`src/pcs_page_pkg.sv`:
```
// constants for the mac-side serdes pcs register page
package pcs_page_pkg;

  // register indexes; byte address is four times the index
  localparam logic [4:0] IDX_STD_LAST     = 5'h0F;
  localparam logic [4:0] IDX_PCS_CONTROL  = 5'h10;
  localparam logic [4:0] IDX_PCS_STATUS   = 5'h11;
  localparam logic [4:0] IDX_ADV_CODEWORD = 5'h12;
  localparam logic [4:0] IDX_LP_CODEWORD  = 5'h13;
  localparam logic [4:0] IDX_SYNC_STATUS  = 5'h14;
  localparam logic [4:0] IDX_PAGE_SELECT  = 5'h1F;

  // page select values
  localparam logic [15:0] PAGE_MAIN  = 16'h0000;
  localparam logic [15:0] PAGE_THREE = 16'h0003;

  // control field positions
  localparam int CTL_IF_DISABLE  = 15;
  localparam int CTL_IF_RESTART  = 14;
  localparam int CTL_PAR_DETECT  = 13;
  localparam int CTL_AN_RESTART  = 12;
  localparam int CTL_FORCE_ADV   = 11;
  localparam int CTL_PRE_HI      = 10;
  localparam int CTL_PRE_LO      = 8;
  localparam int CTL_AN_ENABLE   = 7;
  localparam int CTL_RX_INVERT   = 6;
  localparam int CTL_TX_INVERT   = 5;

  // status field positions
  localparam int STS_LP_RESTART  = 11;
  localparam int SYNC_SIG_DETECT = 14;
  localparam int SYNC_QSGMII     = 13;

  // writable control bits (bit 12 self-clears, 4:0 reserved)
  localparam logic [15:0] CTL_WMASK   = 16'hEFE0;
  localparam logic [15:0] CTL_RESET   = 16'h0100;
  localparam logic [15:0] ADV_RESET   = 16'h0000;
  localparam logic [15:0] STD_RESET   = 16'h0000;

  // preamble modes
  localparam logic [2:0] PRE_NONE = 3'h0;
  localparam logic [2:0] PRE_ONE  = 3'h1;
  localparam logic [2:0] PRE_TWO  = 3'h2;
  localparam logic [7:0] PRE_BYTE = 8'h55;

  localparam logic [1:0] HTRANS_NONSEQ = 2'h2;

endpackage

```
`src/reg_access_if.sv`:
```
// single-cycle register access between bus front end and register page
interface reg_access_if;
  logic        req;
  logic        we;
  logic [4:0]  idx;
  logic        mapped;
  logic [15:0] wdata;
  logic [15:0] rdata;

  modport master (output req, output we, output idx, output mapped, output wdata,
                  input rdata);
  modport slave  (input req, input we, input idx, input mapped, input wdata,
                  output rdata);
endinterface

```
`src/ahb_reg_front.sv`:
```
// ahb-lite slave turning word transfers into register accesses
module ahb_reg_front (
  input  wire logic        clk,
  input  wire logic        nrst,
  input  wire logic        hsel,
  input  wire logic [31:0] haddr,
  input  wire logic [1:0]  htrans,
  input  wire logic        hwrite,
  input  wire logic        hready,
  input  wire logic [31:0] hwdata,
  output logic             hreadyout,
  output logic [31:0]      hrdata,
  output logic             hresp,
  reg_access_if.master     rbus
);
  import pcs_page_pkg::*;

  logic        pend;
  logic        pend_we;
  logic [4:0]  pend_idx;
  logic        pend_mapped;

  // one wait state: the access is made in the first data-phase cycle
  always_ff @(posedge clk or negedge nrst) begin
    if (!nrst) begin
      pend        <= 1'b0;
      pend_we     <= 1'b0;
      pend_idx    <= 5'h00;
      pend_mapped <= 1'b0;
    end else begin
      pend <= hsel && hready && htrans == HTRANS_NONSEQ;
      if (hsel && hready && htrans == HTRANS_NONSEQ) begin
        pend_we     <= hwrite;
        pend_idx    <= haddr[6:2];
        pend_mapped <= haddr[31:7] == 25'h0000000;
      end
    end
  end

  always_ff @(posedge clk or negedge nrst) begin
    if (!nrst) begin
      hreadyout <= 1'b1;
      hrdata    <= 32'h00000000;
      hresp     <= 1'b0;
    end else begin
      hreadyout <= !(hsel && hready && htrans == HTRANS_NONSEQ);
      hresp     <= 1'b0;
      if (pend) begin
        hrdata <= {16'h0000, rbus.rdata};
      end
    end
  end

  assign rbus.req    = pend;
  assign rbus.we     = pend_we;
  assign rbus.idx    = pend_idx;
  assign rbus.mapped = pend_mapped;
  assign rbus.wdata  = hwdata[15:0];
endmodule

```
`src/preamble_insert.sv`:
```
// sgmii 10/100 start-of-packet preamble byte insertion
module preamble_insert (
  input  wire logic       clk,
  input  wire logic       nrst,
  input  wire logic [2:0] mode,
  input  wire logic       in_valid,
  input  wire logic       in_sop,
  input  wire logic       in_eop,
  input  wire logic [7:0] in_data,
  output logic            in_ready,
  output logic            out_valid,
  output logic            out_sop,
  output logic            out_eop,
  output logic [7:0]      out_data
);
  import pcs_page_pkg::*;

  typedef enum logic [2:0] {ST_PASS, ST_WAIT2, ST_EMIT0, ST_EMIT1, ST_EMIT2} pre_state_t;

  pre_state_t state;
  pre_state_t next_state;
  logic [7:0] held1;
  logic [7:0] held2;
  logic       held1_eop;
  logic       held2_eop;
  logic       have2;
  logic       take;

  assign take = in_valid && in_ready;

  always_comb begin
    next_state = state;
    case (state)
      ST_PASS: begin
        if (take && in_sop && (mode == PRE_ONE || mode == PRE_TWO) && in_data != PRE_BYTE) begin
          next_state = (mode == PRE_TWO && !in_eop) ? ST_WAIT2 : ST_EMIT1;
        end
      end
      ST_WAIT2: begin
        if (take) begin
          next_state = (in_data != PRE_BYTE) ? ST_EMIT0 : ST_EMIT1;
        end
      end
      ST_EMIT0: next_state = ST_EMIT1;
      ST_EMIT1: next_state = have2 ? ST_EMIT2 : ST_PASS;
      default:  next_state = ST_PASS;
    endcase
  end

  // [RULE10] one leading byte
  // [RULE11] second byte after lookahead
  always_ff @(posedge clk or negedge nrst) begin
    if (!nrst) begin
      state     <= ST_PASS;
      in_ready  <= 1'b1;
      held1     <= 8'h00;
      held2     <= 8'h00;
      held1_eop <= 1'b0;
      held2_eop <= 1'b0;
      have2     <= 1'b0;
      out_valid <= 1'b0;
      out_sop   <= 1'b0;
      out_eop   <= 1'b0;
      out_data  <= 8'h00;
    end else begin
      state     <= next_state;
      in_ready  <= next_state == ST_PASS || next_state == ST_WAIT2;
      out_valid <= 1'b0;
      out_sop   <= 1'b0;
      out_eop   <= 1'b0;
      case (state)
        ST_PASS: begin
          if (take && next_state != ST_PASS) begin
            held1     <= in_data;
            held1_eop <= in_eop;
            have2     <= 1'b0;
            out_valid <= 1'b1;
            out_sop   <= 1'b1;
            out_data  <= PRE_BYTE;
          end else if (take) begin
            out_valid <= 1'b1;
            out_sop   <= in_sop;
            out_eop   <= in_eop;
            out_data  <= in_data;
          end
        end
        ST_WAIT2: begin
          if (take) begin
            held2     <= in_data;
            held2_eop <= in_eop;
            have2     <= 1'b1;
          end
        end
        ST_EMIT0: begin
          out_valid <= 1'b1;
          out_data  <= PRE_BYTE;
        end
        ST_EMIT1: begin
          out_valid <= 1'b1;
          out_eop   <= held1_eop;
          out_data  <= held1;
        end
        default: begin
          out_valid <= 1'b1;
          out_eop   <= held2_eop;
          out_data  <= held2;
        end
      endcase
    end
  end
endmodule

```
`src/mac_serdes_pcs_page_regs.sv`:
```
// mac-side serdes pcs register page with page select and ahb-lite access
//
// Contract
// [RULE1] page select 3 maps addresses 16..30 onto the page-3 set
// [RULE2] addresses 0..15 always reach the standard registers
// [RULE3] page select 0 returns 16..30 to the main register space
// [RULE4] bit 15 disables mac interface while media link is down
// [RULE5] bit 14 restarts mac interface on every media link change
// [RULE6] bit 13 enables parallel detection during autonegotiation
// [RULE7] writing 1 to bit 12 restarts autonegotiation; bit self-clears
// [RULE8] bit 11 set sends advertised register as the code word
// [RULE9] advertised register resets to zero, writable only with bit 11 set
// [RULE10] preamble 000 no change, 001 prepends 0x55 when needed
// [RULE11] preamble 010 may prepend a second 0x55; 011..111 reserved
// [RULE12] bit 7 enables serdes autonegotiation
// [RULE13] bit 6 inverts the receive polarity toward the mac
// [RULE14] bit 5 inverts the transmit polarity from the mac
// [RULE15] status bit 11 shows a partner restart request occurred
// [RULE16] status 9:8 zero without remote fault, nonzero with it
// [RULE17] status 7..4 show asym pause, sym pause, full, half duplex
// [RULE18] status bit 3 shows partner autonegotiation capable
// [RULE19] status 2,1,0 show link, autonegotiation done, signal detect
// [RULE20] partner register holds last received code word, read only
// [RULE21] sync bit 14 latches signal detect, clears when read
// [RULE22] sync bit 13 shows current qsgmii code-group sync
// [RULE23] reserved bits and page-3 addresses 21..30 read zero
module mac_serdes_pcs_page_regs (
  input  wire logic        clk,
  input  wire logic        nrst,
  // ahb-lite slave
  input  wire logic        hsel,
  input  wire logic [31:0] haddr,
  input  wire logic [1:0]  htrans,
  input  wire logic        hwrite,
  input  wire logic [2:0]  hsize,
  input  wire logic        hready,
  input  wire logic [31:0] hwdata,
  output logic             hreadyout,
  output logic [31:0]      hrdata,
  output logic             hresp,
  // media and pcs state
  input  wire logic        media_link_up,
  input  wire logic        link_partner_restart_req,
  input  wire logic [1:0]  mac_remote_fault,
  input  wire logic [3:0]  mac_adv_abilities,
  input  wire logic        link_partner_an_capable,
  input  wire logic        mac_link_up,
  input  wire logic        autonegotiation_done,
  input  wire logic        pcs_signal_detect,
  input  wire logic        serdes_signal_detect,
  input  wire logic        qsgmii_sync,
  input  wire logic [15:0] default_codeword,
  input  wire logic        rx_codeword_valid,
  input  wire logic [15:0] rx_codeword,
  // pcs controls
  output logic             mac_if_disable,
  output logic             mac_if_restart,
  output logic             parallel_detection_en,
  output logic             autonegotiation_restart,
  output logic             autonegotiation_en,
  output logic [15:0]      tx_codeword,
  output logic             rx_invert,
  output logic             tx_invert,
  // 10/100 packet byte stream
  input  wire logic        pkt_in_valid,
  input  wire logic        pkt_in_sop,
  input  wire logic        pkt_in_eop,
  input  wire logic [7:0]  pkt_in_data,
  output logic             pkt_in_ready,
  output logic             pkt_out_valid,
  output logic             pkt_out_sop,
  output logic             pkt_out_eop,
  output logic [7:0]       pkt_out_data
);
  import pcs_page_pkg::*;

  //////////////////////////////////////////////////////////////////////////////
  // bus front end

  reg_access_if rbus ();

  ahb_reg_front u_front (
    .clk       (clk),
    .nrst      (nrst),
    .hsel      (hsel),
    .haddr     (haddr),
    .htrans    (htrans),
    .hwrite    (hwrite),
    .hready    (hready),
    .hwdata    (hwdata),
    .hreadyout (hreadyout),
    .hrdata    (hrdata),
    .hresp     (hresp),
    .rbus      (rbus)
  );

  //////////////////////////////////////////////////////////////////////////////
  // address decode

  logic [15:0] page_select;
  logic [15:0] std_regs  [0:15];
  logic [15:0] main_regs [16:30];
  logic [15:0] pcs_control;
  logic [15:0] adv_codeword;
  logic [15:0] lp_codeword;
  logic        lp_restart_seen;
  logic        sig_detect_seen;
  logic        media_link_q;
  logic [15:0] pcs_status;
  logic [15:0] sync_status;
  logic        wr;
  logic        rd;

  // [RULE1] page-3 routing
  // [RULE2] low addresses never paged
  // [RULE3] other pages go to main space
  function automatic logic in_page3(input logic [4:0] idx, input logic [15:0] page);
    in_page3 = idx > IDX_STD_LAST && idx != IDX_PAGE_SELECT && page == PAGE_THREE;
  endfunction

  function automatic logic in_main_hi(input logic [4:0] idx, input logic [15:0] page);
    in_main_hi = idx > IDX_STD_LAST && idx != IDX_PAGE_SELECT && page != PAGE_THREE;
  endfunction

  assign wr = rbus.req && rbus.we && rbus.mapped;
  assign rd = rbus.req && !rbus.we && rbus.mapped;

  //////////////////////////////////////////////////////////////////////////////
  // page select and standard storage

  always_ff @(posedge clk or negedge nrst) begin
    if (!nrst) begin
      page_select <= PAGE_MAIN;
    end else if (wr && rbus.idx == IDX_PAGE_SELECT) begin
      page_select <= rbus.wdata;
    end
  end

  genvar gi;
  generate
    for (gi = 0; gi < 16; gi++) begin : g_std
      always_ff @(posedge clk or negedge nrst) begin
        if (!nrst) begin
          std_regs[gi] <= STD_RESET;
        end else if (wr && rbus.idx == 5'(gi)) begin
          std_regs[gi] <= rbus.wdata;
        end
      end
    end
    for (gi = 16; gi < 31; gi++) begin : g_main
      always_ff @(posedge clk or negedge nrst) begin
        if (!nrst) begin
          main_regs[gi] <= STD_RESET;
        end else if (wr && rbus.idx == 5'(gi) && in_main_hi(rbus.idx, page_select)) begin
          main_regs[gi] <= rbus.wdata;
        end
      end
    end
  endgenerate

  //////////////////////////////////////////////////////////////////////////////
  // page-3 control and advertised code word

  // [RULE4] [RULE5] [RULE6] stored control bits
  // [RULE12] [RULE13] [RULE14] mode bits
  always_ff @(posedge clk or negedge nrst) begin
    if (!nrst) begin
      pcs_control <= CTL_RESET;
    end else if (wr && rbus.idx == IDX_PCS_CONTROL && in_page3(rbus.idx, page_select)) begin
      pcs_control <= rbus.wdata & CTL_WMASK;
    end
  end

  // [RULE9] writable only while forced
  always_ff @(posedge clk or negedge nrst) begin
    if (!nrst) begin
      adv_codeword <= ADV_RESET;
    end else if (wr && rbus.idx == IDX_ADV_CODEWORD && in_page3(rbus.idx, page_select)
                 && pcs_control[CTL_FORCE_ADV]) begin
      adv_codeword <= rbus.wdata;
    end
  end

  //////////////////////////////////////////////////////////////////////////////
  // captured partner state

  // [RULE20] last received code word
  always_ff @(posedge clk or negedge nrst) begin
    if (!nrst) begin
      lp_codeword <= 16'h0000;
    end else if (rx_codeword_valid) begin
      lp_codeword <= rx_codeword;
    end
  end

  // [RULE15] restart request latch
  always_ff @(posedge clk or negedge nrst) begin
    if (!nrst) begin
      lp_restart_seen <= 1'b0;
    end else if (link_partner_restart_req) begin
      lp_restart_seen <= 1'b1;
    end else if (rd && rbus.idx == IDX_PCS_STATUS && in_page3(rbus.idx, page_select)) begin
      lp_restart_seen <= 1'b0;
    end
  end

  // [RULE21] sticky detect, set beats read
  always_ff @(posedge clk or negedge nrst) begin
    if (!nrst) begin
      sig_detect_seen <= 1'b0;
    end else if (serdes_signal_detect) begin
      sig_detect_seen <= 1'b1;
    end else if (rd && rbus.idx == IDX_SYNC_STATUS && in_page3(rbus.idx, page_select)) begin
      sig_detect_seen <= 1'b0;
    end
  end

  //////////////////////////////////////////////////////////////////////////////
  // read data

  // [RULE16] [RULE17] [RULE18] [RULE19] status layout
  always_comb begin
    pcs_status                 = 16'h0000;
    pcs_status[STS_LP_RESTART] = lp_restart_seen;
    pcs_status[9:8]            = mac_remote_fault;
    pcs_status[7:4]            = mac_adv_abilities;
    pcs_status[3]              = link_partner_an_capable;
    pcs_status[2]              = mac_link_up;
    pcs_status[1]              = autonegotiation_done;
    pcs_status[0]              = pcs_signal_detect;
  end

  // [RULE22] live sync level
  always_comb begin
    sync_status                  = 16'h0000;
    sync_status[SYNC_SIG_DETECT] = sig_detect_seen;
    sync_status[SYNC_QSGMII]     = qsgmii_sync;
  end

  // [RULE23] reserved space reads zero
  always_comb begin
    rbus.rdata = 16'h0000;
    if (!rbus.mapped) begin
      rbus.rdata = 16'h0000;
    end else if (rbus.idx <= IDX_STD_LAST) begin
      rbus.rdata = std_regs[rbus.idx[3:0]];
    end else if (rbus.idx == IDX_PAGE_SELECT) begin
      rbus.rdata = page_select;
    end else if (in_main_hi(rbus.idx, page_select)) begin
      rbus.rdata = main_regs[rbus.idx];
    end else if (rbus.idx == IDX_PCS_CONTROL) begin
      rbus.rdata = pcs_control;
    end else if (rbus.idx == IDX_PCS_STATUS) begin
      rbus.rdata = pcs_status;
    end else if (rbus.idx == IDX_ADV_CODEWORD) begin
      rbus.rdata = adv_codeword;
    end else if (rbus.idx == IDX_LP_CODEWORD) begin
      rbus.rdata = lp_codeword;
    end else if (rbus.idx == IDX_SYNC_STATUS) begin
      rbus.rdata = sync_status;
    end
  end

  //////////////////////////////////////////////////////////////////////////////
  // pcs control outputs

  always_ff @(posedge clk or negedge nrst) begin
    if (!nrst) begin
      media_link_q <= 1'b0;
    end else begin
      media_link_q <= media_link_up;
    end
  end

  // [RULE4] disable while link down
  always_ff @(posedge clk or negedge nrst) begin
    if (!nrst) begin
      mac_if_disable <= 1'b0;
    end else begin
      mac_if_disable <= pcs_control[CTL_IF_DISABLE] && !media_link_up;
    end
  end

  // [RULE5] pulse on link change
  always_ff @(posedge clk or negedge nrst) begin
    if (!nrst) begin
      mac_if_restart <= 1'b0;
    end else begin
      mac_if_restart <= pcs_control[CTL_IF_RESTART] && (media_link_up != media_link_q);
    end
  end

  // [RULE7] restart pulse, never stored
  always_ff @(posedge clk or negedge nrst) begin
    if (!nrst) begin
      autonegotiation_restart <= 1'b0;
    end else begin
      autonegotiation_restart <= wr && rbus.idx == IDX_PCS_CONTROL
                                 && in_page3(rbus.idx, page_select)
                                 && rbus.wdata[CTL_AN_RESTART];
    end
  end

  // [RULE6] [RULE12] [RULE13] [RULE14] mode outputs
  always_ff @(posedge clk or negedge nrst) begin
    if (!nrst) begin
      parallel_detection_en <= 1'b0;
      autonegotiation_en    <= 1'b0;
      rx_invert             <= 1'b0;
      tx_invert             <= 1'b0;
    end else begin
      parallel_detection_en <= pcs_control[CTL_PAR_DETECT];
      autonegotiation_en    <= pcs_control[CTL_AN_ENABLE];
      rx_invert             <= pcs_control[CTL_RX_INVERT];
      tx_invert             <= pcs_control[CTL_TX_INVERT];
    end
  end

  // [RULE8] forced code word
  always_ff @(posedge clk or negedge nrst) begin
    if (!nrst) begin
      tx_codeword <= 16'h0000;
    end else begin
      tx_codeword <= pcs_control[CTL_FORCE_ADV] ? adv_codeword : default_codeword;
    end
  end

  //////////////////////////////////////////////////////////////////////////////
  // preamble insertion; reserved modes pass packets untouched

  preamble_insert u_pre (
    .clk       (clk),
    .nrst      (nrst),
    .mode      (pcs_control[CTL_PRE_HI:CTL_PRE_LO]),
    .in_valid  (pkt_in_valid),
    .in_sop    (pkt_in_sop),
    .in_eop    (pkt_in_eop),
    .in_data   (pkt_in_data),
    .in_ready  (pkt_in_ready),
    .out_valid (pkt_out_valid),
    .out_sop   (pkt_out_sop),
    .out_eop   (pkt_out_eop),
    .out_data  (pkt_out_data)
  );

  // hsize unused: only whole-word transfers are issued
  logic hsize_unused;
  assign hsize_unused = ^hsize;
endmodule

```
`config.mk`:
```
export PLATFORM = sky130hd
export DESIGN_NAME = mac_serdes_pcs_page_regs
export DESIGN_NICKNAME = d
export VERILOG_FILES = /design/src/pcs_page_pkg.sv /design/src/reg_access_if.sv /design/src/ahb_reg_front.sv /design/src/preamble_insert.sv /design/src/mac_serdes_pcs_page_regs.sv
export SDC_FILE = /design/constraint.sdc
export NUM_CORES = 1
export LEC_CHECK = 0
export BUFFER_PORTS_ARGS = -buffer_cell sky130_fd_sc_hd__buf_2
export CAP_MARGIN = 20
export CELL_PAD_IN_SITES_DETAIL_PLACEMENT = 1
export CELL_PAD_IN_SITES_GLOBAL_PLACEMENT = 1
export CORE_MARGIN = 4
export CORE_UTILIZATION = 45
export DETAILED_ROUTE_END_ITERATION = 12
export PLACE_DENSITY = 0.71
export SYNTH_ARGS = -nofsm -noshare
export SYNTH_HDL_FRONTEND = slang
export SYNTH_SLANG_ARGS = --single-unit
export TNS_END_PERCENT = 100
```
`constraint.sdc`:
```
create_clock -name clk -period 6.45 [get_ports clk]
set_input_delay 0.3225 -clock clk [delete_from_list [all_inputs] [get_ports clk]]
set_output_delay 0.3225 -clock clk [all_outputs]
set_load 0.05 [all_outputs]
```
==> impl_metrics.env, run 1 <==
export IMPL_outcome="finished clean"
export IMPL_fill_cells=6197
export IMPL_synth_area_leaders="sky130_fd_sc_hd__dfrtp_1 (55%), sky130_fd_sc_hd__mux2_2 (23%), sky130_fd_sc_hd__mux4_2 (9.6%)"
export IMPL_synth_async_reset_ratio=1.00
export IMPL_final_period_utilization=0.614
export IMPL_fp_coreArea_sq_um=64300
export IMPL_seq_area_frac_synth=0.548
export IMPL_synth_ff_latch_count=639
export IMPL_totalNegativeSetupSlack_ps=0
export IMPL_grt_max_degree=164
export IMPL_synth_main_ff_cell="sky130_fd_sc_hd__dfrtp_1"
export IMPL_power_leakage_nw=15.7
export IMPL_route_vias_total=18100
export IMPL_final_critical_path_setup_slack_ps=2490
export IMPL_area_growth_pct=14.5
export IMPL_synth_warning_count=0
export IMPL_cts_buffers_inserted=71
export IMPL_first_global_vias=20200
export IMPL_final_nets=2312
export IMPL_seq_area_sq_um=16000
export IMPL_clock_tree_from_tritoncts="built"
export IMPL_antenna_found_initial=0
export IMPL_synth_enable_flop_cells=0
export IMPL_finish_cell_count_without_fillers=3083
export IMPL_synth_lib_cells_used_distinct=64
export IMPL_worst_slew_margin_rel=0.225
export IMPL_hold_path_class="input pin to flop"
export IMPL_cts_repair_timing_setup_buffer_count=0
export IMPL_htree_num_levels=3
export IMPL_clk_root_buffer_cell="sky130_fd_sc_hd__clkbuf_16"
export IMPL_horizontal_die_dimension_um=263
export IMPL_f_max_mhz=252
export IMPL_core_rowCount=93
export IMPL_cpPeakStageDelay_ps=880
export IMPL_per_cell_routed_wire_length_um=26.7
export IMPL_yosysMostFrequentCell="sky130_fd_sc_hd__dfrtp_1"
export IMPL_grt_first_pass_wirelength_mm=127
export IMPL_length_of_the_first_detailed_routing_pass_in_iterations=5
export IMPL_critPathSlowestCell="sky130_fd_sc_hd__dfrtp_1"
export IMPL_crit_chain="and2_1 > nand2_4 > nor3_4 > nand2_1 > nor2_2 > buf_4 > mux2_2"
export IMPL_rsz0062_at_grt="false"
export IMPL_total_die_area_sq_um=69000
export IMPL_synthTopCellsByCount="sky130_fd_sc_hd__dfrtp_1 (636), sky130_fd_sc_hd__mux2_2 (599), sky130_fd_sc_hd__mux4_2 (125), sky130_fd_sc_hd__nand2_1 (113), sky130_fd_sc_hd__clkbuf_1 (86)"
export IMPL_postSynthAreaPerCell_sq_um=14.6
export IMPL_crit_fanout=18
export IMPL_ant_nets=0
export IMPL_grt_overflow_total=0
export IMPL_total_area_of_multi_input_combinational_cells_sq_um=12300
export IMPL_drt_drc_violations_left=0
export IMPL_crit_type="flop to flop"
export IMPL_top_level_ports=201
export IMPL_max_cap_violations=0
export IMPL_detail_route_wirelength_mm=82.3
export IMPL_insertedDiodeCount=0
export IMPL_yosysTopAreaCell="sky130_fd_sc_hd__dfrtp_1"
export IMPL_finalSetupViolCount=0
export IMPL_groute_usage_overall=0.238
export IMPL_worst_pin_slew_ps=1160
export IMPL_clock_sink_count=639
export IMPL_clock_latency_ps=600
export IMPL_drive_above_1_share=0.486
export IMPL_die_y_um=263
export IMPL_kind_of_capture_point_of_the_worst_setup_path="flop"
export IMPL_dpl_cell_count=2913
export IMPL_dr_first_iter_drc_count=1410
export IMPL_finalMaxSlewViolations=0
export IMPL_routability_congestion_estimate=0.830
export IMPL_detailedPlace_worstSlack_ps=2560
export IMPL_post_dp_cell_area_sq_um=30700
export IMPL_power_density_nw_per_um2=272
export IMPL_postLayoutCellArea_sq_um=33400
export IMPL_syn_inst=2003
export IMPL_dp_final_hpwl_mm=51.7
export IMPL_start_util=0.453
export IMPL_vdd_ir_drop_max_uv=188
export IMPL_period_needed_ps=3960
export IMPL_clk_pin_slew_worst_paths_ps=60
export IMPL_finClkSkew_ps=20.1
export IMPL_cts_max_path_buffers=3
export IMPL_numPortBuffers=162
export IMPL_top_area_cell_type_share_of_the_netlist_area=0.545
export IMPL_cp_required_ps=6920
export IMPL_mappedNetlistArea_sq_um=29200
export IMPL_post_drt_via_cell_ratio=5.88
export IMPL_timing_hold_violations_final=0
export IMPL_setup_worst_path_start_class="flop"
export IMPL_crit_arrival_ps=4430
power by group:
part | internal, W | total [W] | switching [W]
Combinational | 0.000331 | 0.00102 | 0.000691
Sequential | 0.00405 | 0.00416 | 0.000111
Clock | 0.00230 | 0.00389 | 0.00159
Total | 0.00669 | 0.00908 | 0.00239
per-stage QoR:
step                      power [W]  utilization  hold WS, ps
after global placement      0.00522        0.477          379
after global routing        0.00943        0.519         31.5
final                       0.00908        0.519         38.6
after floorplan             0.00482            -         26.9
after CTS                   0.00918        0.519         2.64
after detailed placement    0.00523        0.477          391
cell families after synthesis:
group / synth area share
buffers and inverters: 0.0331
XOR/XNOR: 0.000600
flip-flops: 0.548
AO/OA/AOI/OAI: 0.0317
other: 0.000129
multiplexers: 0.337
AND/OR/NAND/NOR: 0.0494
area by class of cell:
class / count / area share
well taps: 855 / 0.0320
clock buffers: 111 / 0.0628
flip-flops and latches: 639 / 0.479
inverters: 20 / 0.00225
clock inverters: 10 / 0.00318
multi-input cells: 1186 / 0.368
repair buffers: 262 / 0.0530
critical path: cells and delay by family, from the launching register on:
| family | cells | cell delay, ps |
|---|---|---|
| and+or+nand+nor | 5 | 2220 |
| buffers and inverters | 1 | 340 |
| DFF | 1 | 880 |
| muxes | 1 | 370 |
worst paths after layout:
path / startpoint / endpoint / slack (ps) / cells past startpoint
max in group asynchronous: nrst / tx_codeword[7]$_DFF_PN0_ / 4580 / 3
setup reg to reg: u_front.rbus.req$_DFF_PN0_ / main_regs[231]$_DFFE_PN0P_ / 2490 / 7
min in group asynchronous: nrst / u_pre.out_data[1]$_DFFE_PN0P_ / 350 / 2
hold reg to reg: pcs_control[6]$_DFFE_PN0P_ / rx_invert$_DFF_PN0_ / 410 / 0
setup / recovery: u_front.rbus.req$_DFF_PN0_ / main_regs[231]$_DFFE_PN0P_ / 2490 / 7
hold / removal: haddr[15] / u_front.rbus.mapped$_DFFE_PN0P_ / 40 / 4
registers in the layout (all words and copies together), names as in the netlist, 10 cells and up:
signal / flops
std_regs: 256
main_regs: 240
adv_codeword: 16
lp_codeword: 16
page_select: 16
tx_codeword: 16
u_front.hrdata: 16
pcs_control: 10
placed cells by master (no fill, tap or decap), types with 14 or more instances in the layout:
| cell | Yosys | routed |
|---|---|---|
| sky130_fd_sc_hd__dfrtp_1 | 636 | 633 |
| sky130_fd_sc_hd__mux2_2 | 599 | 599 |
| sky130_fd_sc_hd__buf_2 | 29 | 161 |
| sky130_fd_sc_hd__mux4_2 | 125 | 125 |
| sky130_fd_sc_hd__nand2_1 | 113 | 113 |
| sky130_fd_sc_hd__clkbuf_16 | 0 | 73 |
| sky130_fd_sc_hd__dlygate4sd3_1 | 0 | 49 |
| sky130_fd_sc_hd__buf_4 | 52 | 44 |
| sky130_fd_sc_hd__nand3_1 | 37 | 37 |
| sky130_fd_sc_hd__o21ai_0 | 34 | 34 |
| sky130_fd_sc_hd__nor2_1 | 32 | 30 |
| sky130_fd_sc_hd__mux2i_1 | 27 | 27 |
| sky130_fd_sc_hd__nor2_2 | 23 | 25 |
| sky130_fd_sc_hd__clkbuf_1 | 86 | 25 |
| sky130_fd_sc_hd__inv_1 | 18 | 18 |
| sky130_fd_sc_hd__conb_1 | 1 | 17 |
| sky130_fd_sc_hd__o22ai_1 | 14 | 14 |
metal layers:
| metal | GRT usage | routed length, um |
|---|---|---|
| met5 | 0 | 0 |
| met4 | 0.0636 | 1860 |
| met3 | 0.0366 | 4000 |
| met2 | 0.392 | 40300 |
| met1 | 0.332 | 36100 |
repair_timing:
action	in CTS	in global routing
gates resized for setup	0	0
hold endpoints to repair	150	0
hold buffers	49	0
(Power assumes the default switching activity.)
==> run 2, diff against run 1 <==
PLACE_DENSITY = 0.74   (was 0.71)
clock period = 3.24 ns   (was 6.45 ns; I/O delays follow)
==> impl_metrics.env, run 2 (synthesis results as in run 1) <==
export IMPL_cts_repair_timing_setup_buffer_count=0
export IMPL_top_level_ports=201
export IMPL_clk_root_buffer_cell="sky130_fd_sc_hd__clkbuf_16"
export IMPL_worst_pin_slew_ps=1060
export IMPL_setup_worst_path_start_class="flop"
export IMPL_dpl_cell_count=2973
export IMPL_grt_max_degree=105
export IMPL_length_of_the_first_detailed_routing_pass_in_iterations=5
export IMPL_met2_wire_len_mm=43.3
export IMPL_cp_required_ps=3690
export IMPL_insertedDiodeCount=0
export IMPL_vdd_ir_drop_max_uv=368
export IMPL_finalMaxSlewViolations=0
export IMPL_fill_cells=6193
export IMPL_dr_first_iter_drc_count=1232
export IMPL_horizontal_die_dimension_um=263
export IMPL_dp_final_hpwl_mm=55.1
export IMPL_finalSetupViolCount=0
export IMPL_ant_nets=0
export IMPL_r2r_end="u_front.hrdata[0]$_DFFE_PN0P_"
export IMPL_fin_hold_ws_ps=105
export IMPL_die_y_um=263
export IMPL_hold_path_class="input pin to flop"
export IMPL_cts_buffers_inserted=70
export IMPL_timing_hold_violations_final=0
export IMPL_area_growth_pct=17.3
export IMPL_totalNegativeSetupSlack_ps=0
export IMPL_detail_route_wirelength_mm=84.9
export IMPL_routability_congestion_estimate=0.841
export IMPL_critical_path_n_buffers_inverters=0
export IMPL_top_regs="std_regs: 256 flops, main_regs: 240 flops"
export IMPL_final_common_cell="sky130_fd_sc_hd__dfrtp_1"
export IMPL_groute_usage_overall=0.247
export IMPL_largest_register_by_flop_count="std_regs"
export IMPL_route_vias_total=18500
export IMPL_crit_chain="nand2_1 > nor2_1 > nand2_1 > o2111ai_1 > o22ai_1"
export IMPL_rr_worst_depth=5
export IMPL_power_density_nw_per_um2=545
export IMPL_drt_drc_violations_left=0
export IMPL_crit_type="flop to flop"
export IMPL_worstHoldPathCells=2
export IMPL_finClkSkew_ps=26.6
export IMPL_finish_cell_count_without_fillers=3157
export IMPL_outcome="finished clean"
export IMPL_first_global_vias=21300
export IMPL_numPortBuffers=162
export IMPL_worst_hold_path_endpoint="lp_codeword[3]$_DFFE_PN0P_"
export IMPL_crit_fanout=19
export IMPL_crit_arrival_ps=3220
export IMPL_most_common_cell_on_crit_path="sky130_fd_sc_hd__nand2_1"
export IMPL_wl_met3_mm=3.72
export IMPL_post_layout_total_power_w=0.0186
export IMPL_clock_sink_count=639
export IMPL_highest_count_cells_in_the_layout_ignoring_fill_and_taps="sky130_fd_sc_hd__dfrtp_1 (633), sky130_fd_sc_hd__mux2_2 (599), sky130_fd_sc_hd__buf_2 (161)"
export IMPL_period_needed_ps=2770
export IMPL_antenna_found_initial=0
export IMPL_per_cell_routed_wire_length_um=26.9
export IMPL_grt_overflow_total=0
export IMPL_final_period_utilization=0.855
export IMPL_post_drt_via_cell_ratio=5.85
export IMPL_clk_pin_slew_worst_paths_ps=60
export IMPL_hold_path_startpoint="rx_codeword_valid"
export IMPL_critical_path_top_delay_family="simple AND/OR/NAND/NOR gates"
export IMPL_rsz0062_at_grt="false"
export IMPL_final_nets=2382
export IMPL_cts_max_path_buffers=3
export IMPL_route_layer_met1_wl_mm=35.5
export IMPL_worst_slew_margin_rel=0.290
export IMPL_f_max_mhz=361
export IMPL_core_rowCount=93
export IMPL_cpPeakStageDelay_ps=770
export IMPL_total_die_area_sq_um=69000
export IMPL_kind_of_capture_point_of_the_worst_setup_path="flop"
export IMPL_drive_above_1_share=0.499
export IMPL_flip_flop_count_of_the_largest_register_all_copies_and_words_added=256
export IMPL_dr_top_layer="met4"
export IMPL_critical_r2r_launch="u_front.rbus.idx[3]$_DFFE_PN0P_"
export IMPL_clock_tree_from_tritoncts="built"
export IMPL_critPathSlowestCell="sky130_fd_sc_hd__dfrtp_2"
export IMPL_grt_first_pass_wirelength_mm=133
export IMPL_fp_coreArea_sq_um=64300
export IMPL_clock_latency_ps=610
export IMPL_r2r_slack_ps=470
export IMPL_power_leakage_nw=16.2
export IMPL_htree_num_levels=3
export IMPL_max_cap_violations=0
export IMPL_start_util=0.453
## run 2: cell type report
type                            instances  area (sq um)  area share
Timing Repair Buffer                  333          2430      0.0710
Inverter                               20          75.1     0.00219
Clock inverter                         13           186     0.00545
Tap cell                              855          1070      0.0313
Multi-Input combinational cell       1186         12300       0.359
Clock buffer                          111          2180      0.0637
Sequential cell                       639         16000       0.468
## run 2: through the flow
stage / utilization / instance area (sq um) / setup slack [ps]
finish: 0.532 / 34200 / 469
CTS: 0.532 / 34200 / 561
floorplan: - / 29200 / 1030
global placement: 0.486 / 31300 / 665
global route: 0.532 / 34200 / 386
detailed placement: 0.486 / 31300 / 582
## run 2: how the worst max path moves through the flow
stage	from	to	slack, ps	cells past startpoint
global route	u_front.rbus.idx[3]$_DFFE_PN0P_	main_regs[112]$_DFFE_PN0P_	390	7
CTS	u_front.rbus.idx[3]$_DFFE_PN0P_	u_front.hrdata[15]$_DFFE_PN0P_	560	6
finish	u_front.rbus.idx[3]$_DFFE_PN0P_	u_front.hrdata[0]$_DFFE_PN0P_	470	5
detailed placement	u_front.rbus.idx[3]$_DFFE_PN0P_	u_front.hrdata[15]$_DFFE_PN0P_	580	6
global placement	u_front.rbus.idx[3]$_DFFE_PN0P_	u_front.hrdata[15]$_DFFE_PN0P_	660	6
floorplan	u_front.rbus.idx[0]$_DFFE_PN0P_	main_regs[10]$_DFFE_PN0P_	1030	8
## run 2: worst reg2reg max path, cell delays in order (launching register included)
cell and delay, ps:
sky130_fd_sc_hd__dfrtp_2 770, sky130_fd_sc_hd__nand2_1 360, sky130_fd_sc_hd__nor2_1 390, sky130_fd_sc_hd__nand2_1 450, sky130_fd_sc_hd__o2111ai_1 520, sky130_fd_sc_hd__o22ai_1 140
## run 2: routing by layer
layer  vias to the layer above  track usage
li1                       7820            -
met3                       151       0.0357
met1                     10000        0.322
met4                         0       0.0794
met2                       494        0.429
met5                         -            0
## run 2: what timing repair did
item                                   4_1_cts  5_1_grt
hold buffers                                60        0
endpoints found under the hold margin      155        0
gates resized for setup                      0        0
## run 2: where the power goes
part | leakage (nW) | total [W] | switching, W | internal [W]
logic | 6.32 | 0.00226 | 0.00147 | 0.000787
registers | 8.73 | 0.00822 | 0.000156 | 0.00807
clock network | 1.16 | 0.00816 | 0.00322 | 0.00493
total | 16.2 | 0.0186 | 0.00485 | 0.0138
==> run 3, diff against run 2 <==
ABC_CLOCK_PERIOD_IN_PS = 3240   (was unset)
GPL_TIMING_DRIVEN = 0   (was unset)
==> impl_metrics.env, run 3 (synthesis results as in run 1) <==
export IMPL_per_cell_routed_wire_length_um=29.1
export IMPL_clk_root_buffer_cell="sky130_fd_sc_hd__clkbuf_16"
export IMPL_crit_arrival_ps=3710
export IMPL_die_y_um=263
export IMPL_timing_hold_violations_final=0
export IMPL_total_die_area_sq_um=69000
export IMPL_critical_r2r_launch="page_select[8]$_DFFE_PN0P_"
export IMPL_period_needed_ps=3210
export IMPL_final_nets=2461
export IMPL_start_util=0.453
export IMPL_fill_cells=6309
export IMPL_htree_num_levels=3
export IMPL_finalSetupViolCount=0
export IMPL_setup_worst_path_start_class="flop"
export IMPL_antenna_found_initial=1
export IMPL_cts_repair_timing_setup_buffer_count=0
export IMPL_highest_count_cells_in_the_layout_ignoring_fill_and_taps="sky130_fd_sc_hd__dfrtp_1 (636), sky130_fd_sc_hd__mux2_2 (599), sky130_fd_sc_hd__buf_2 (187)"
export IMPL_detail_route_wirelength_mm=94.2
export IMPL_length_of_the_first_detailed_routing_pass_in_iterations=5
export IMPL_crit_path_start="page_select[8]$_DFFE_PN0P_"
export IMPL_hold_path_class="input pin to flop"
export IMPL_top_level_ports=201
export IMPL_area_growth_pct=17.7
export IMPL_dp_final_hpwl_mm=66.6
export IMPL_r2r_slack_ps=30
export IMPL_drive_above_1_share=0.476
export IMPL_groute_usage_overall=0.272
export IMPL_r2r_end="adv_codeword[9]$_DFFE_PN0P_"
export IMPL_final_period_utilization=0.991
export IMPL_grt_overflow_total=0
export IMPL_outcome="finished clean"
export IMPL_worst_slew_margin_rel=0.243
export IMPL_clock_tree_from_tritoncts="built"
export IMPL_cts_buffers_inserted=71
export IMPL_max_cap_violations=0
export IMPL_dr_first_iter_drc_count=1458
export IMPL_worstSetupEndpoint="adv_codeword[9]$_DFFE_PN0P_"
export IMPL_numPortBuffers=161
export IMPL_drt_drc_violations_left=0
export IMPL_crit_type="flop to flop"
export IMPL_post_drt_via_cell_ratio=5.88
export IMPL_kind_of_capture_point_of_the_worst_setup_path="flop"
export IMPL_totalNegativeSetupSlack_ps=0
export IMPL_grt_max_degree=124
export IMPL_flip_flop_count_of_the_largest_register_all_copies_and_words_added=256
export IMPL_clock_latency_ps=620
export IMPL_horizontal_die_dimension_um=263
export IMPL_f_max_mhz=311
export IMPL_worst_pin_slew_ps=1140
export IMPL_cp_required_ps=3730
export IMPL_rr_worst_depth=6
export IMPL_power_density_nw_per_um2=548
export IMPL_top_regs="std_regs: 256 flops, main_regs: 240 flops"
export IMPL_clk_pin_slew_worst_paths_ps=60
export IMPL_vdd_ir_drop_max_uv=266
export IMPL_cts_max_path_buffers=3
export IMPL_finClkSkew_ps=22.0
export IMPL_power_leakage_nw=16.2
export IMPL_ant_nets=0
export IMPL_first_global_vias=21100
export IMPL_finalMaxSlewViolations=0
export IMPL_core_rowCount=93
export IMPL_fin_hold_ws_ps=21.0
export IMPL_grt_first_pass_wirelength_mm=142
export IMPL_final_common_cell="sky130_fd_sc_hd__dfrtp_1"
export IMPL_rsz0062_at_grt="false"
export IMPL_crit_fanout=10
export IMPL_fp_coreArea_sq_um=64300
export IMPL_routability_congestion_estimate=0.942
export IMPL_clock_sink_count=639
export IMPL_route_vias_total=19000
export IMPL_largest_register_by_flop_count="std_regs"
==> run 3: changes by cell type in the layout (fill, tap and decap cells not counted), moves of 5 or more <==
cell / delta
sky130_fd_sc_hd__clkbuf_1: +78
sky130_fd_sc_hd__buf_4: -44
sky130_fd_sc_hd__buf_2: +26
sky130_fd_sc_hd__buf_12: -14
sky130_fd_sc_hd__dlygate4sd3_1: +12
sky130_fd_sc_hd__clkinv_2: +7
sky130_fd_sc_hd__buf_1: +5
sky130_fd_sc_hd__buf_16: +5
==> run 3: worst min-delay path by stage <==
stage | startpoint | endpoint | slack (ps) | cells past startpoint
5_1_grt | hwdata[15] | adv_codeword[15]$_DFFE_PN0P_ | 20 | 2
4_1_cts | hwdata[15] | adv_codeword[15]$_DFFE_PN0P_ | 6 | 2
3_3_place_gp | media_link_up | media_link_q$_DFF_PN0_ | 320 | 1
2_1_floorplan | nrst | adv_codeword[0]$_DFFE_PN0P_ | -130 | 0
6_report | hwdata[15] | adv_codeword[15]$_DFFE_PN0P_ | 20 | 2
3_5_place_dp | nrst | u_pre.held1[7]$_DFFE_PN0P_ | 300 | 1
==> run 3: critical path: stages, from the launching register on <==
cell and delay (ps):
sky130_fd_sc_hd__dfrtp_1 440, sky130_fd_sc_hd__nor4_1 480, sky130_fd_sc_hd__and4_1 700, sky130_fd_sc_hd__nand2_2 270, sky130_fd_sc_hd__nor4_4 510, sky130_fd_sc_hd__buf_4 310, sky130_fd_sc_hd__mux2_2 370
==> run 3: metrics by stage <==
step | util | power [W] | setup slack [ps] | std cells | cell area [sq um]
after global placement | 0.484 | 0.0107 | -10840 | 3035 | 31100
final | 0.534 | 0.0188 | 28.1 | 3237 | 34300
after detailed placement | 0.486 | 0.0107 | -122 | 3040 | 31300
after global routing | 0.534 | 0.0194 | 2.89 | 3236 | 34300
after floorplan | - | 0.00959 | 1030 | 2019 | 29200
after CTS | 0.533 | 0.0189 | 8.69 | 3236 | 34300
==> run 3: cell type report <==
| cell class | instances | area [sq um] | share of cell area |
|---|---|---|---|
| sequential | 639 | 16000 | 0.466 |
| multi-input combinational | 1186 | 12300 | 0.358 |
| clock buffer | 105 | 2140 | 0.0622 |
| timing repair buffer | 238 | 1670 | 0.0488 |
| tap | 855 | 1070 | 0.0312 |
| buffer | 173 | 897 | 0.0261 |
| clock inverter | 20 | 193 | 0.00561 |
| inverter | 20 | 75.1 | 0.00219 |
| antenna | 1 | 2.50 | 0.0000729 |
==> run 3: report_power, final <==
group	leakage (nW)	total, W	internal [W]	switching [W]
Clock	1.16	0.00813	0.00480	0.00333
Combinational	6.35	0.00257	0.000762	0.00181
Sequential	8.73	0.00812	0.00807	0.0000593
==> run 3: routing by layer <==
metal | GRT usage | vias to the layer above | share of wire
li1 | - | 7988 | -
met1 | 0.369 | 10300 | 0.43
met2 | 0.454 | 606 | 0.49
met3 | 0.0420 | 158 | 0.055
met4 | 0.0866 | 0 | 0.030
met5 | 0 | - | 0
==> run 3: repair_timing <==
item	in CTS	in global routing
hold buffers	72	0
setup endpoints to repair	38	12
gates resized for setup	4	8
hold endpoints to repair	232	0
